<file path="config.mk">
export PLATFORM = sky130hd
export DESIGN_NAME = ddio_core
export DESIGN_NICKNAME = d
export VERILOG_FILES = /design/src/common/ddio_pkg.sv /design/src/core/ddio_core.sv
export SDC_FILE = /design/constraint.sdc
export NUM_CORES = 1
export LEC_CHECK = 0
export BUFFER_PORTS_ARGS = -buffer_cell sky130_fd_sc_hd__buf_2
export CORE_ASPECT_RATIO = 2
export CORE_MARGIN = 2
export CORE_UTILIZATION = 58
export CTS_CLUSTER_SIZE = 10
export DETAILED_ROUTE_END_ITERATION = 12
export PLACE_DENSITY = 0.91
export RECOVER_POWER = 100
export SLEW_MARGIN = 20
export SYNTH_ARGS = -nofsm -noshare
export SYNTH_HDL_FRONTEND = slang
export SYNTH_SLANG_ARGS = --single-unit
</file>
<file path="constraint.sdc">
create_clock -name clk_i -period 5.4 [get_ports clk_i]
set_clock_uncertainty 0.15 [all_clocks]
set_input_delay 0.54 -clock clk_i [delete_from_list [all_inputs] [get_ports clk_i]]
set_output_delay 0.54 -clock clk_i [all_outputs]
set_load 0.005 [all_outputs]
</file>
<file path="src/common/ddio_pkg.sv">
package ddio_pkg;

  // ---------------------------------------------------------------
  // Clock and timing
  // ---------------------------------------------------------------
  localparam int CLK_MHZ = 200;
  localparam int SLOW_RESP_US = 1000;
  localparam int FAST_RESP_US = 100;
  // Input filter windows, kept well inside the response limits
  localparam int SLOW_FILT_US = 500;
  localparam int FAST_FILT_US = 50;
  localparam int SLOW_FILT_CYC = SLOW_FILT_US * CLK_MHZ;
  localparam int FAST_FILT_CYC = FAST_FILT_US * CLK_MHZ;
  localparam int FILT_W = 17;

  // ---------------------------------------------------------------
  // Register offsets (byte addresses)
  // ---------------------------------------------------------------
  localparam logic [7:0] ADR_CTRL = 8'h00;
  localparam logic [7:0] ADR_STAT = 8'h04;
  localparam logic [7:0] ADR_STEP = 8'h08;
  localparam logic [7:0] ADR_FAULT_SET = 8'h0c;
  localparam logic [7:0] ADR_IRQ_STAT = 8'h10;
  localparam logic [7:0] ADR_IRQ_CLR = 8'h14;
  localparam logic [7:0] ADR_IRQ_EN = 8'h18;

  // ---------------------------------------------------------------
  // Control register fields
  // ---------------------------------------------------------------
  localparam int CTL_EN_POL = 0;
  localparam int CTL_CW_POL = 1;
  localparam int CTL_CCW_POL = 2;
  localparam int CTL_DIR_POL = 3;
  localparam int CTL_CW_ON = 4;
  localparam int CTL_CCW_ON = 5;
  localparam int CTL_SW_EN = 6;
  localparam int CTL_NET_EN = 7;
  localparam int CTL_POS_MODE = 8;
  localparam int CTL_SRC_LO = 9;
  localparam int CTL_SRC_HI = 10;
  localparam int CTL_W = 11;
  localparam logic [10:0] CTL_RESET = 11'h070;

  // Position command source
  localparam logic [1:0] SRC_ANALOG = 2'h0;
  localparam logic [1:0] SRC_STEP_DIR = 2'h1;
  localparam logic [1:0] SRC_PWM = 2'h2;

  // ---------------------------------------------------------------
  // Status register fields
  // ---------------------------------------------------------------
  localparam int ST_EN_IN = 0;
  localparam int ST_CW_IN = 1;
  localparam int ST_CCW_IN = 2;
  localparam int ST_DIR_IN = 3;
  localparam int ST_FAST_IN = 4;
  localparam int ST_FAULT = 5;
  localparam int ST_RUN = 6;
  localparam int ST_CW_BLK = 7;
  localparam int ST_CCW_BLK = 8;

  // Event bits
  localparam int EV_W = 4;
  localparam int EV_FAULT = 0;
  localparam int EV_FAULT_CLR = 1;
  localparam int EV_CW_LIM = 2;
  localparam int EV_CCW_LIM = 3;

  typedef struct packed {
    logic [FILT_W-1:0] cnt;
    logic sync0;
    logic sync1;
    logic level;
  } ddio_filt_t;

  typedef struct packed {
    logic fast_s0;
    logic fast_s1;
    logic fast_d;
    ddio_filt_t en_f;
    ddio_filt_t cw_f;
    ddio_filt_t ccw_f;
    ddio_filt_t dir_f;
    logic [CTL_W-1:0] ctrl;
    logic fault;
    logic run;
    logic [31:0] steps;
    logic [EV_W-1:0] irq_stat;
    logic [EV_W-1:0] irq_en;
    logic ack;
    logic [31:0] dat;
    logic cw_blk_d;
    logic ccw_blk_d;
  } ddio_state_t;

endpackage

</file>
<file path="src/core/ddio_core.sv">
// Our own choices: the address map and register access over Wishbone.
`timescale 1ns/1ps
module ddio_core
  import ddio_pkg::*;
#(
  parameter bit NET_OPTION = 1'b0,
  parameter int SLOW_CYC = SLOW_FILT_CYC,
  parameter int FAST_CYC = FAST_FILT_CYC
) (
  input wire logic clk_i,
  input wire logic rst_i,
  input wire logic enable_input_i,
  input wire logic cw_limit_input_i,
  input wire logic ccw_limit_input_i,
  input wire logic direction_input_i,
  input wire logic fast_pulse_input_i,
  input wire logic powered_i,
  input wire logic fault_event_i,
  input wire logic option_cw_limit_i,
  input wire logic option_ccw_limit_i,
  input wire logic [31:0] wb_adr_i,
  input wire logic [31:0] wb_dat_i,
  input wire logic [3:0] wb_sel_i,
  input wire logic wb_we_i,
  input wire logic wb_cyc_i,
  input wire logic wb_stb_i,
  output logic [31:0] wb_dat_o,
  output logic wb_ack_o,
  output logic wb_err_o,
  output logic fault_status_output_o,
  output logic run_status_output_o,
  output logic drive_enable_o,
  output logic cw_blocked_o,
  output logic ccw_blocked_o,
  output logic pwm_input_o,
  output logic step_pulse_o,
  output logic step_dir_o,
  output logic irq_o
);

  // ---------------------------------------------------------------
  // Helpers
  // ---------------------------------------------------------------
  // Two-stage synchroniser followed by a stability filter
  function automatic ddio_filt_t filt_step(ddio_filt_t f, logic raw,
                                           int lim);
    ddio_filt_t n;
    n = f;
    n.sync0 = raw;
    n.sync1 = f.sync0;
    if (f.sync1 == f.level) begin
      n.cnt = '0;
    end else if (int'(f.cnt) >= lim - 1) begin
      n.cnt = '0;
      n.level = f.sync1;
    end else begin
      n.cnt = f.cnt + FILT_W'(1);
    end
    return n;
  endfunction

  function automatic logic [31:0] merge(logic [31:0] old,
                                       logic [31:0] wr, logic [3:0] sel);
    logic [31:0] r;
    r = old;
    for (int i = 0; i < 4; i++) begin
      if (sel[i]) begin
        r[i*8 +: 8] = wr[i*8 +: 8];
      end
    end
    return r;
  endfunction

  ddio_state_t q;
  ddio_state_t next_q;

  logic en_act;
  logic cw_act;
  logic ccw_act;
  logic dir_act;
  logic step_mode;
  logic pwm_mode;
  logic step_edge;
  logic cw_on;
  logic [EV_W-1:0] events;
  logic [31:0] status_word;
  logic req;
  logic mapped;
  logic [31:0] wr_ctl;
  logic [31:0] wr_en;

  // ---------------------------------------------------------------
  // Input mapping
  // ---------------------------------------------------------------
  // Filtered level is hardware-active; set polarity bit inverts it
  assign en_act = q.en_f.level ^ q.ctrl[CTL_EN_POL];
  assign cw_act = q.cw_f.level ^ q.ctrl[CTL_CW_POL];
  assign ccw_act = q.ccw_f.level ^ q.ctrl[CTL_CCW_POL];
  assign dir_act = q.dir_f.level ^ q.ctrl[CTL_DIR_POL];
  assign cw_on = q.ctrl[CTL_CW_ON] & ~NET_OPTION;

  assign pwm_mode = q.ctrl[CTL_SRC_HI:CTL_SRC_LO] == SRC_PWM;
  assign step_mode = q.ctrl[CTL_POS_MODE] &
                     (q.ctrl[CTL_SRC_HI:CTL_SRC_LO] == SRC_STEP_DIR);
  // Falling edge of diode current on the synchronised fast input
  assign step_edge = step_mode & q.fast_d & ~q.fast_s1;

  assign events[EV_FAULT] = fault_event_i & ~q.fault;
  assign events[EV_FAULT_CLR] = q.fault & ~en_act;
  assign events[EV_CW_LIM] = cw_blocked_o & ~q.cw_blk_d;
  assign events[EV_CCW_LIM] = ccw_blocked_o & ~q.ccw_blk_d;

  assign req = wb_cyc_i & wb_stb_i & ~q.ack;
  assign mapped = wb_adr_i[7:0] <= ADR_IRQ_EN && wb_adr_i[1:0] == 2'h0 &&
                  wb_adr_i[31:8] == 24'h0;
  assign wr_ctl = merge(32'(q.ctrl), wb_dat_i, wb_sel_i);
  assign wr_en = merge(32'(q.irq_en), wb_dat_i, wb_sel_i);

  always_comb begin
    status_word = '0;
    status_word[ST_EN_IN] = q.en_f.level;
    status_word[ST_CW_IN] = q.cw_f.level;
    status_word[ST_CCW_IN] = q.ccw_f.level;
    status_word[ST_DIR_IN] = q.dir_f.level;
    status_word[ST_FAST_IN] = q.fast_s1;
    status_word[ST_FAULT] = q.fault;
    status_word[ST_RUN] = q.run;
    status_word[ST_CW_BLK] = cw_blocked_o;
    status_word[ST_CCW_BLK] = ccw_blocked_o;
  end

  // ---------------------------------------------------------------
  // Next state
  // ---------------------------------------------------------------
  always_comb begin
    next_q = q;
    next_q.fast_s0 = fast_pulse_input_i;
    next_q.fast_s1 = q.fast_s0;
    next_q.fast_d = q.fast_s1;
    next_q.en_f = filt_step(q.en_f, enable_input_i, SLOW_CYC);
    next_q.cw_f = filt_step(q.cw_f, cw_limit_input_i, SLOW_CYC);
    next_q.ccw_f = filt_step(q.ccw_f, ccw_limit_input_i, SLOW_CYC);
    next_q.dir_f = filt_step(q.dir_f, direction_input_i, FAST_CYC);
    next_q.cw_blk_d = cw_blocked_o;
    next_q.ccw_blk_d = ccw_blocked_o;

    // Fault latch; inactive enable clears, a new fault wins
    if (fault_event_i) begin
      next_q.fault = 1'b1;
    end else if (!en_act) begin
      next_q.fault = 1'b0;
    end

    // Enable gate: input first, then fault, power and soft enables
    next_q.run = en_act & ~next_q.fault & powered_i &
                 q.ctrl[CTL_SW_EN] & q.ctrl[CTL_NET_EN];

    // Step counter; direction inactive counts up
    if (step_edge) begin
      if (!dir_act) begin
        next_q.steps = q.steps + 32'h1;
      end else begin
        next_q.steps = q.steps - 32'h1;
      end
    end

    // Bus slave
    next_q.ack = req;
    next_q.dat = '0;
    next_q.irq_stat = q.irq_stat | events;
    if (req && mapped) begin
      if (wb_we_i) begin
        unique case (wb_adr_i[7:0])
          ADR_CTRL: next_q.ctrl = wr_ctl[CTL_W-1:0];
          ADR_STEP: next_q.steps = merge(q.steps, wb_dat_i, wb_sel_i);
          ADR_FAULT_SET: begin
            if (wb_sel_i[0] && wb_dat_i[0]) begin
              next_q.fault = 1'b1;
              next_q.run = 1'b0;
            end
          end
          ADR_IRQ_CLR: begin
            if (wb_sel_i[0]) begin
              next_q.irq_stat = (q.irq_stat & ~wb_dat_i[EV_W-1:0]) |
                                events;
            end
          end
          ADR_IRQ_EN: next_q.irq_en = wr_en[EV_W-1:0];
          default: begin
          end
        endcase
      end else begin
        unique case (wb_adr_i[7:0])
          ADR_CTRL: next_q.dat = 32'(q.ctrl);
          ADR_STAT: next_q.dat = status_word;
          ADR_STEP: next_q.dat = q.steps;
          ADR_IRQ_STAT: next_q.dat = 32'(q.irq_stat);
          ADR_IRQ_EN: next_q.dat = 32'(q.irq_en);
          default: next_q.dat = '0;
        endcase
      end
    end

    if (rst_i) begin
      next_q = '0;
      next_q.ctrl = CTL_RESET;
    end
  end

  always_ff @(posedge clk_i) begin
    q <= next_q;
  end

  // ---------------------------------------------------------------
  // Outputs
  // ---------------------------------------------------------------
  assign wb_ack_o = q.ack;
  assign wb_err_o = 1'b0;
  assign wb_dat_o = q.dat;
  assign drive_enable_o = q.run;
  assign fault_status_output_o = powered_i & ~q.fault;
  assign run_status_output_o = q.run;
  assign cw_blocked_o = cw_on & cw_act;
  assign ccw_blocked_o = q.ctrl[CTL_CCW_ON] & ccw_act;
  assign pwm_input_o = pwm_mode & q.fast_d;
  assign step_pulse_o = step_edge;
  assign step_dir_o = dir_act;
  assign irq_o = |(q.irq_stat & q.irq_en);

endmodule

</file>
==> results of run 1 <==
[worst max-delay path, stage by stage, from the launching register on]
cell and delay [ps]:
dfxtp_1 440, xor2_1 230, clkbuf_1 870, inv_1 140, fa_1 450, nand2b_1 180, a211oi_1 370, o21a_1 210
o211ai_1 130, o221ai_1 320, a21o_1 220, a311oi_1 130, xor2_1 160, a211oi_1 240
[logic make-up after synthesis]
family | synth area share (%)
other | 0.04185
DFF | 38.20
adders and majority gates | 5.390
and+or+nand+nor | 24.69
xor gates and xnor gates | 7.917
muxes | 3.393
AOI/OAI and AO/OA | 14.49
buffers and inverters | 5.878
[how the worst min path moves through the flow]
stage / end / cells after the start / start / slack [ps]
3_3_place_gp: q[169]$_SDFF_PP0_ / 1 / q[170]$_SDFF_PP0_ / 270
3_5_place_dp: q[109]$_SDFF_PP0_ / 1 / q[110]$_SDFF_PP0_ / 280
2_1_floorplan: q[109]$_SDFF_PP0_ / 1 / q[110]$_SDFF_PP0_ / 260
6_report: q[170]$_SDFF_PP0_ / 2 / fast_pulse_input_i / 190
5_1_grt: q[110]$_SDFF_PP0_ / 2 / ccw_limit_input_i / 190
4_1_cts: q[110]$_SDFF_PP0_ / 2 / ccw_limit_input_i / 170
[per-layer routing]
metal	share of wire, %	vias to the layer above	global-route usage, %
met5	0.030	-	0
met4	6.9	2	19.82
met3	5.4	139	6.203
met2	52	336	51.71
met1	35	3762	28.30
li1	-	3809	-
[power groups by stage]
stage	logic [mW]	registers (mW)	clock network, mW
floorplan	0.0544	1.30	0
global placement	0.102	1.30	0
detailed placement	0.104	1.30	0
CTS	0.105	1.27	1.23
global route	0.114	1.27	1.29
finish	0.106	1.27	1.22
[synthesized netlist by cell type (all sizes together), types with 9 or more instances]
master	count	area (um2)
nor4	19	143.9
a22oi	11	87.58
and2	26	165.2
a21o	11	82.58
dfxtp	171	3423
xnor2	38	332.8
nand4	11	68.82
a21oi	62	317.8
a211oi	9	72.57
xor2	43	376.6
nor2b	24	150.1
nand2	84	345.3
nor3	20	110.1
clkbuf	18	68.81
mux2i	27	270.3
inv	18	67.56
buf	55	390.4
o21ai	34	177.7
nor2	170	638.1
nand3	49	250.2
and3	22	137.6
ha	37	462.9
[registers in the layout, summed over array words and instances (netlist names)]
register / count
q: 136
wb_dat_o: 32
cw_on: 1
drive_enable_o: 1
wb_ack_o: 1
[layout make-up]
cell class                      instances  area share [%]
Sequential cell                       171           34.60
Inverter                               18          0.6829
Timing Repair Buffer                  125           6.045
Tap cell                              198           2.504
Multi-Input combinational cell        796           50.13
Clock inverter                         15           1.720
Antenna cell                            1         0.02529
Clock buffer                           17           4.299
[metrics by stage]
stage / std cells / utilization (%) / setup slack [ps] / power, mW / hold WS [ps]
after floorplan: 1058 / - / 1129 / 1.355 / 263.8
after global placement: 1308 / 61.81 / 2081 / 1.404 / 270.9
after detailed placement: 1308 / 61.81 / 2044 / 1.406 / 280.8
after CTS: 1340 / 65.72 / 2007 / 2.609 / 170.6
after global routing: 1341 / 65.03 / 834.8 / 2.673 / 188.5
final: 1341 / 65.03 / 1046 / 2.602 / 187.6
==> flow_summary.json, run 1 <==
{
  "antenna_found_initial": 2,
  "multi_input_area_um2": 4960,
  "grt_first_pass_wirelength_mm": 37.99,
  "rrSetupSlack_ps": 1050,
  "start_kind": "flip-flop",
  "r2r_start": "q[88]$_SDFFE_PP0P_",
  "drv_slew": 82,
  "violations": "max-capacitance violations, max-slew violations",
  "avgSynthCellArea_um2": 8.494,
  "rsz0062_at_grt": "false",
  "rr_worst_depth": 13,
  "grt.overflow.total": 0,
  "cts_root_buffer": "clkbuf_16",
  "design.core.area_um2": 15210,
  "ant_nets": 0,
  "seqPwrFrac_pct": 48.9,
  "cts_tree": "done",
  "nFillCells": 1239,
  "syn_area_um2": 8961,
  "grt_pass1_vias": 8050,
  "drcViolationCount": 0,
  "placed_cell_area_um2": 9404,
  "cts_sinks": 171,
  "fmaxAchievable_mhz": 229.7,
  "viasPerCell": 6.001,
  "drtIter0Drc": 506,
  "drtPass1Iterations": 5,
  "rr_endpoint": "q[67]$_SDFFE_PP0P_",
  "grt_max_degree": 43,
  "critPathKind": "reg -> reg",
  "setup_viol": 0,
  "wl_per_cell_um": 17.57,
  "ctsHoldBuffers": 0,
  "crit_path_end": "q[67]$_SDFFE_PP0P_",
  "seqCellArea_um2": 3423,
  "status": "finished with violations",
  "ctsResizeCount": 0,
  "fin_crit_sh_pct": 80.63,
  "wl_mm": 23.56,
  "fp-row-count": 64,
  "fin_setup_tns_ps": 0,
  "dominantRegCellSynth": "dfxtp_1",
  "intPower_mw": 1.933,
  "grt_use_total_pct": 28.60,
  "hold_violations": 0,
  "cp-end-kind": "flip-flop",
  "die_h_um": 179.8,
  "dp_hpwl_mm": 16.77,
  "final_area_um2": 9894,
  "h-tree-depth": 4,
  "area_growth_pct": 10.42,
  "synth_seq_cells": 171,
  "ys_seq_area_share_pct": 38.20,
  "gp_congestion": 0.9663,
  "period_needed_ps": 4354,
  "cap_violations": 2,
  "clkPwrFrac_pct": 47.0,
  "cp.arrival_ps": 4540,
  "netlist_instances": 1055,
  "cp.required_ps": 5590,
  "layout_commonest_cell": "dfxtp_1",
  "die_w_um": 91.89,
  "clk_pin_slew_worst_paths_ps": 70,
  "slew_headroom_pct": -29.24,
  "netSwitchingPower_mw": 0.6686,
  "cts_setup_buffers": 0,
  "vdd_drop_max_mv": 0.2703,
  "die-area_um2": 16520,
  "vias": 8048,
  "drive_above_1_share_pct": 13.66,
  "p_leak_nw": 4.000,
  "synth_edf_count": 0,
  "swShare_pct": 25.69,
  "hold_path_class": "in -> reg",
  "fin_nets": 1249,
  "worstSetupStartpoint": "q[88]$_SDFFE_PP0P_",
  "io_buffer_count": 121,
  "layout_common_cells": "dfxtp_1, nor2_1, buf_2",
  "synthArstFlopShare_pct": 0,
  "cts_max_path_buffers": 2,
  "crit_fanout": 22,
  "yosysUniqueCellTypes": 80,
  "ys_warn_count": 0,
  "combPwrFrac_pct": 4.1,
  "powerDensity_nw_per_um2": 263.0,
  "cts-buffers-inserted": 17,
  "clock_latency_ps": 440,
  "io_pins": 125,
  "initial_core_util_pct": 58.90,
  "tightestPinTransition_ps": 1939
}
Power figures use the tool's default switching activity.
==> run 2: changes to the inputs <==
--- a/config.mk
+++ b/config.mk
@@ -8,10 +8,10 @@
 export BUFFER_PORTS_ARGS = -buffer_cell sky130_fd_sc_hd__buf_2
 export CORE_ASPECT_RATIO = 2
 export CORE_MARGIN = 2
-export CORE_UTILIZATION = 58
+export CORE_UTILIZATION = 52
 export CTS_CLUSTER_SIZE = 10
 export DETAILED_ROUTE_END_ITERATION = 12
-export PLACE_DENSITY = 0.91
+export PLACE_DENSITY = 0.87
 export RECOVER_POWER = 100
 export SLEW_MARGIN = 20
 export SYNTH_ARGS = -nofsm -noshare
==> constraint.sdc (replaced) <==
create_clock -name clk_i -period 3.93 [get_ports clk_i]
set_clock_uncertainty 0.15 [all_clocks]
set_input_delay 0.393 -clock clk_i [delete_from_list [all_inputs] [get_ports clk_i]]
set_output_delay 0.393 -clock clk_i [all_outputs]
set_load 0.005 [all_outputs]
==> run 2 against run 1 <==
The run now ends clean. Critical path depth down 5. Sequential share of layout area down 0.23 points. Worst setup slack worse by 710 ps. Combinational power up 39%. Fmax up 21%. Hold slack worse by 170 ps. Critical path type unchanged.
==> flow_summary.json, run 2 (synthesized netlist as in run 1, its figures left out) <==
{
  "drive_above_1_share_pct": 13.75,
  "ctsHoldBuffers": 0,
  "grt_first_pass_wirelength_mm": 37.87,
  "drcViolationCount": 0,
  "p_total_mw": 3.590,
  "vdd_drop_max_mv": 0.3668,
  "antenna_found_initial": 4,
  "whs_ps": 17.89,
  "worstSetupStartpoint": "wb_ack_o$_SDFF_PP0_",
  "cp-end-kind": "flip-flop",
  "grt_max_degree": 32,
  "fmaxAchievable_mhz": 278.3,
  "cap_violations": 0,
  "rr_endpoint": "q[49]$_SDFFE_PP0P_",
  "io_buffer_count": 121,
  "hold_path_class": "in -> reg",
  "gp_congestion": 0.9576,
  "layout.cells.non_filler": 1359,
  "rrSetupSlack_ps": 340,
  "setup_slack_ps": 336.6,
  "initial_core_util_pct": 53.18,
  "top_register": "q",
  "cts_max_path_buffers": 2,
  "rr_worst_depth": 8,
  "die_w_um": 96.83,
  "critPathMaxStageDelay_ps": 760,
  "p_leak_nw": 4.009,
  "dp_hpwl_mm": 17.76,
  "drv_slew": 0,
  "io_pins": 125,
  "clock_latency_ps": 440,
  "setup_viol": 0,
  "final_area_um2": 9962,
  "crit_fanout": 22,
  "grt_pass1_vias": 8030,
  "status": "finished, final reports clean",
  "cts-buffers-inserted": 17,
  "r2r_start": "wb_ack_o$_SDFF_PP0_",
  "die-area_um2": 18360,
  "cp.arrival_ps": 3720,
  "fin_setup_tns_ps": 0,
  "placed_cell_area_um2": 9479,
  "hold_violations": 0,
  "fin_crit_sh_pct": 91.43,
  "final_util_pct": 59.12,
  "dp_slack_ps": 521.5,
  "cts_sinks": 171,
  "h-tree-depth": 4,
  "largest_reg_flops": 136,
  "cts_root_buffer": "clkbuf_16",
  "wl_per_cell_um": 17.40,
  "die_h_um": 189.7,
  "rsz0062_at_grt": "false",
  "critPathKind": "reg -> reg",
  "design.core.area_um2": 16850,
  "powerDensity_nw_per_um2": 360.4,
  "grt.overflow.total": 0,
  "ctsResizeCount": 0,
  "layout_common_cells": "dfxtp_1, nor2_1, buf_2",
  "vias": 7968,
  "area_growth_pct": 11.17,
  "viasPerCell": 5.863,
  "drtPass1Iterations": 5,
  "start_kind": "flip-flop",
  "fin_nets": 1256,
  "fp-row-count": 67,
  "crit_path_end": "q[49]$_SDFFE_PP0P_",
  "critPathSlowestCell": "or2b_1",
  "cts_setup_buffers": 0,
  "dp.cells": 1324,
  "cts_tree": "done",
  "clk_pin_slew_worst_paths_ps": 70,
  "tightestPinTransition_ps": 1431,
  "ant_nets": 0,
  "path_cells": "nand3b_1, a31o_2, nor4_1, and4_1, or2b_1, nand2_1, o22ai_1, nor3_1",
  "grt_use_total_pct": 25.54,
  "slew_headroom_pct": 4.627,
  "wl_mm": 23.65,
  "drtIter0Drc": 417,
  "period_needed_ps": 3593,
  "cp.required_ps": 4060,
  "layout_commonest_cell": "dfxtp_1"
}
-- run 2: changes by cell type in the layout (fill, tap and decap cells not counted), moves of 2 or more --
cell,change
and2_0,+7
and2_1,-7
clkbuf_1,+6
buf_4,+5
clkinv_2,+4
clkinv_8,-4
buf_2,-3
bufinv_16,+2
diode_2,+2
inv_8,-2
o21ai_0,+2
-- run 2: power breakdown --
group | total (mW) | internal, mW | switching, mW
clock network | 1.69 | 0.947 | 0.745
registers | 1.75 | 1.74 | 0.00791
logic | 0.147 | 0.0599 | 0.0872
total | 3.59 | 2.75 | 0.840
-- run 2: area by class of cell --
type                       count  area (um2)
fill                        1449        6888
clock buffer                  17       425.4
inverter                      18       67.56
tap                          207       259.0
timing repair buffer         132       638.1
antenna                        3       7.507
sequential                   171        3423
multi-input combinational    796        4980
clock inverter                15       161.4
-- run 2: how the worst min path moves through the flow --
stage,from,end,slack [ps],cells after the start
after floorplan,q[110]$_SDFF_PP0_,q[109]$_SDFF_PP0_,260,1
after global placement,q[170]$_SDFF_PP0_,q[169]$_SDFF_PP0_,270,1
after detailed placement,q[90]$_SDFF_PP0_,q[89]$_SDFF_PP0_,280,1
after CTS,cw_limit_input_i,q[130]$_SDFF_PP0_,10,2
after global routing,wb_dat_i[4],cw_on$_SDFFE_PP1P_,40,2
final,cw_limit_input_i,q[130]$_SDFF_PP0_,20,2
-- run 2: metal layers --
layer | vias up | GRT usage (%) | wire, um
li1 | 3828 | - | -
met1 | 3717 | 23.78 | 7902
met2 | 311 | 48.61 | 12910
met3 | 110 | 4.960 | 1214
met4 | 2 | 18.20 | 1605
met5 | - | 0 | 14
-- run 2: critical path, delay by kind of cell (launching register included) --
| family | cells | cell delay (ps) |
|---|---|---|
| simple gates | 6 | 2470 |
| flops | 1 | 310 |
| compound gates | 2 | 500 |
==> run 3: changes to the inputs <==
--- a/config.mk
+++ b/config.mk
@@ -8,10 +8,11 @@
 export BUFFER_PORTS_ARGS = -buffer_cell sky130_fd_sc_hd__buf_2
 export CORE_ASPECT_RATIO = 2
 export CORE_MARGIN = 2
-export CORE_UTILIZATION = 52
+export CORE_UTILIZATION = 54
+export CTS_BUF_LIST = sky130_fd_sc_hd__clkbuf_4 sky130_fd_sc_hd__clkbuf_8
 export CTS_CLUSTER_SIZE = 10
 export DETAILED_ROUTE_END_ITERATION = 12
-export PLACE_DENSITY = 0.87
+export PLACE_DENSITY = 0.9
 export RECOVER_POWER = 100
 export SLEW_MARGIN = 20
 export SYNTH_ARGS = -nofsm -noshare
==> run 3 against run 2 <==
The run now ends with max-capacitance violations, max-slew violations left. Worst setup slack worse by 89 ps. Sequential power about the same. Register-to-register slack worse by 90 ps. Die area down 3.6%. Combinational power up 4%. Non-clock buffer count up 5. Final cell count up 0.15%. Global-route usage up 1.5 points. Count of clock-buffer cells in the layout up 2. Critical endpoint is now q[67]$_SDFFE_PP0P_. Largest cell class unchanged.
==> flow_summary.json, run 3 (synthesized netlist as in run 1, its figures left out) <==
{
  "crit_buf_inv": 0,
  "design.core.area_um2": 16270,
  "rr_endpoint": "q[67]$_SDFFE_PP0P_",
  "critical_path.top_delay_family": "compound AO/OA/AOI/OAI gates",
  "grt_first_pass_wirelength_mm": 37.45,
  "grt.overflow.total": 0,
  "cp.required_ps": 4060,
  "vias": 7960,
  "nFillCells": 1328,
  "cts_root_buffer": "clkbuf_8",
  "fp-row-count": 66,
  "cts_tree": "done",
  "final_area_um2": 9910,
  "seqCellArea_um2": 3423,
  "hold_violations": 0,
  "grt_pass1_vias": 7960,
  "r2r_start": "q[88]$_SDFFE_PP0P_",
  "drcViolationCount": 0,
  "clk_pin_slew_worst_paths_ps": 110,
  "dp.cells": 1320,
  "layout_commonest_cell": "dfxtp_1",
  "fin_nets": 1261,
  "crit_path_end": "q[67]$_SDFFE_PP0P_",
  "grt_max_degree": 44,
  "io_buffer_count": 121,
  "top_register": "q",
  "die_h_um": 186.2,
  "fin_setup_tns_ps": 0,
  "powerDensity_nw_per_um2": 328.0,
  "fmaxAchievable_mhz": 271.5,
  "p_leak_nw": 3.984,
  "critPathSlowestCell": "xor2_4",
  "wl_mm": 23.47,
  "final_util_pct": 60.91,
  "cp-end-kind": "flip-flop",
  "area_growth_pct": 10.58,
  "rsz0062_at_grt": "false",
  "critPathKind": "reg -> reg",
  "viasPerCell": 5.849,
  "cts_max_path_buffers": 2,
  "drtIter0Drc": 463,
  "dp_hpwl_mm": 17.58,
  "grt_use_total_pct": 27.00,
  "clock_latency_ps": 490,
  "multi_input_area_um2": 5025,
  "cp.depth": 11,
  "path_cells": "xor2_4, ha_1, o21ai_0, a211oi_2, o21a_1, o211ai_2, o221ai_2, a21o_1, a311oi_2, xor2_1, a211oi_1",
  "period_needed_ps": 3683,
  "hp-start": "wb_dat_i[9]",
  "critPathMaxStageDelay_ps": 540,
  "fin_crit_sh_pct": 93.70,
  "dp_slack_ps": 356.9,
  "ctsResizeCount": 0,
  "setup_slack_ps": 247.4,
  "drtPass1Iterations": 6,
  "vdd_drop_max_mv": 0.2376,
  "largest_reg_flops": 136,
  "die-area_um2": 17700,
  "gp_congestion": 0.9526,
  "antenna_found_initial": 3,
  "layout.cells.non_filler": 1361,
  "whs_ps": 18.84,
  "wl_per_cell_um": 17.24,
  "ant_nets": 0,
  "layout_common_cells": "dfxtp_1, nor2_1, buf_2",
  "tightestPinTransition_ps": 2025,
  "io_pins": 125,
  "drive_above_1_share_pct": 14.38,
  "slew_headroom_pct": -34.98,
  "hold_path_class": "in -> reg",
  "worstSetupStartpoint": "q[88]$_SDFFE_PP0P_",
  "cts-buffers-inserted": 17,
  "p_total_mw": 3.250,
  "placed_cell_area_um2": 9468,
  "rr_worst_depth": 11,
  "start_kind": "flip-flop",
  "status": "finished with violations",
  "rrSetupSlack_ps": 250,
  "cap_violations": 2,
  "cp.arrival_ps": 3810,
  "drv_slew": 82,
  "violations": "max-capacitance violations, max-slew violations",
  "cts_sinks": 171,
  "initial_core_util_pct": 55.08,
  "h-tree-depth": 4,
  "die_w_um": 95.09,
  "setup_viol": 0,
  "crit_fanout": 18
}
## run 3: cell types whose count changed in the layout (fill, tap and decap cells not counted), moves of 3 or more
cell           delta
buf_2             -3
clkinv_2          -4
clkbuf_16        -17
dlygate4sd3_1     +6
clkbuf_8         +19
and2_1            +7
and2_0            -7
## run 3: report_power, final
part	internal [mW]	leakage (nW)	total, mW	switching [mW]
sequential	1.74	1.38	1.75	0.00776
clock	0.630	0.222	1.35	0.718
combinational	0.0642	2.38	0.153	0.0885
total	2.44	3.98	3.25	0.814
## run 3: layout make-up
| type | instances | share of cell area [%] |
|---|---|---|
| clock inverters | 13 | 1.755 |
| inverters | 18 | 0.6818 |
| multi-input cells | 796 | 50.71 |
| clock buffers | 19 | 2.639 |
| diodes | 3 | 0.07576 |
| repair buffers | 137 | 7.020 |
| well taps | 204 | 2.576 |
| flip-flops and latches | 171 | 34.55 |
## run 3: worst min-delay path by stage
stage	endpoint	slack [ps]	cells past startpoint
after floorplan	q[109]$_SDFF_PP0_	260	1
after global placement	q[89]$_SDFF_PP0_	270	1
after detailed placement	q[89]$_SDFF_PP0_	280	1
after CTS	q[86]$_SDFFE_PP0P_	10	3
after global routing	wb_ack_o$_SDFF_PP0_	30	3
final	q[86]$_SDFFE_PP0P_	20	3
## run 3: what timing repair did
| action | in CTS | in global routing |
|---|---|---|
| hold endpoints to repair | 6 | 0 |
| setup buffers | 0 | 0 |
| hold buffers | 6 | 0 |
## run 3: per-layer routing
layer,GRT usage [%],routed length (um)
met2,50.68,13040
met5,0,13
met3,5.036,1065
met1,26.57,8084
met4,16.12,1259
## run 3: tightest hold or removal path: stages
cell     delay (ps)
buf_2           100
mux2i_1          60
nor2_1           70
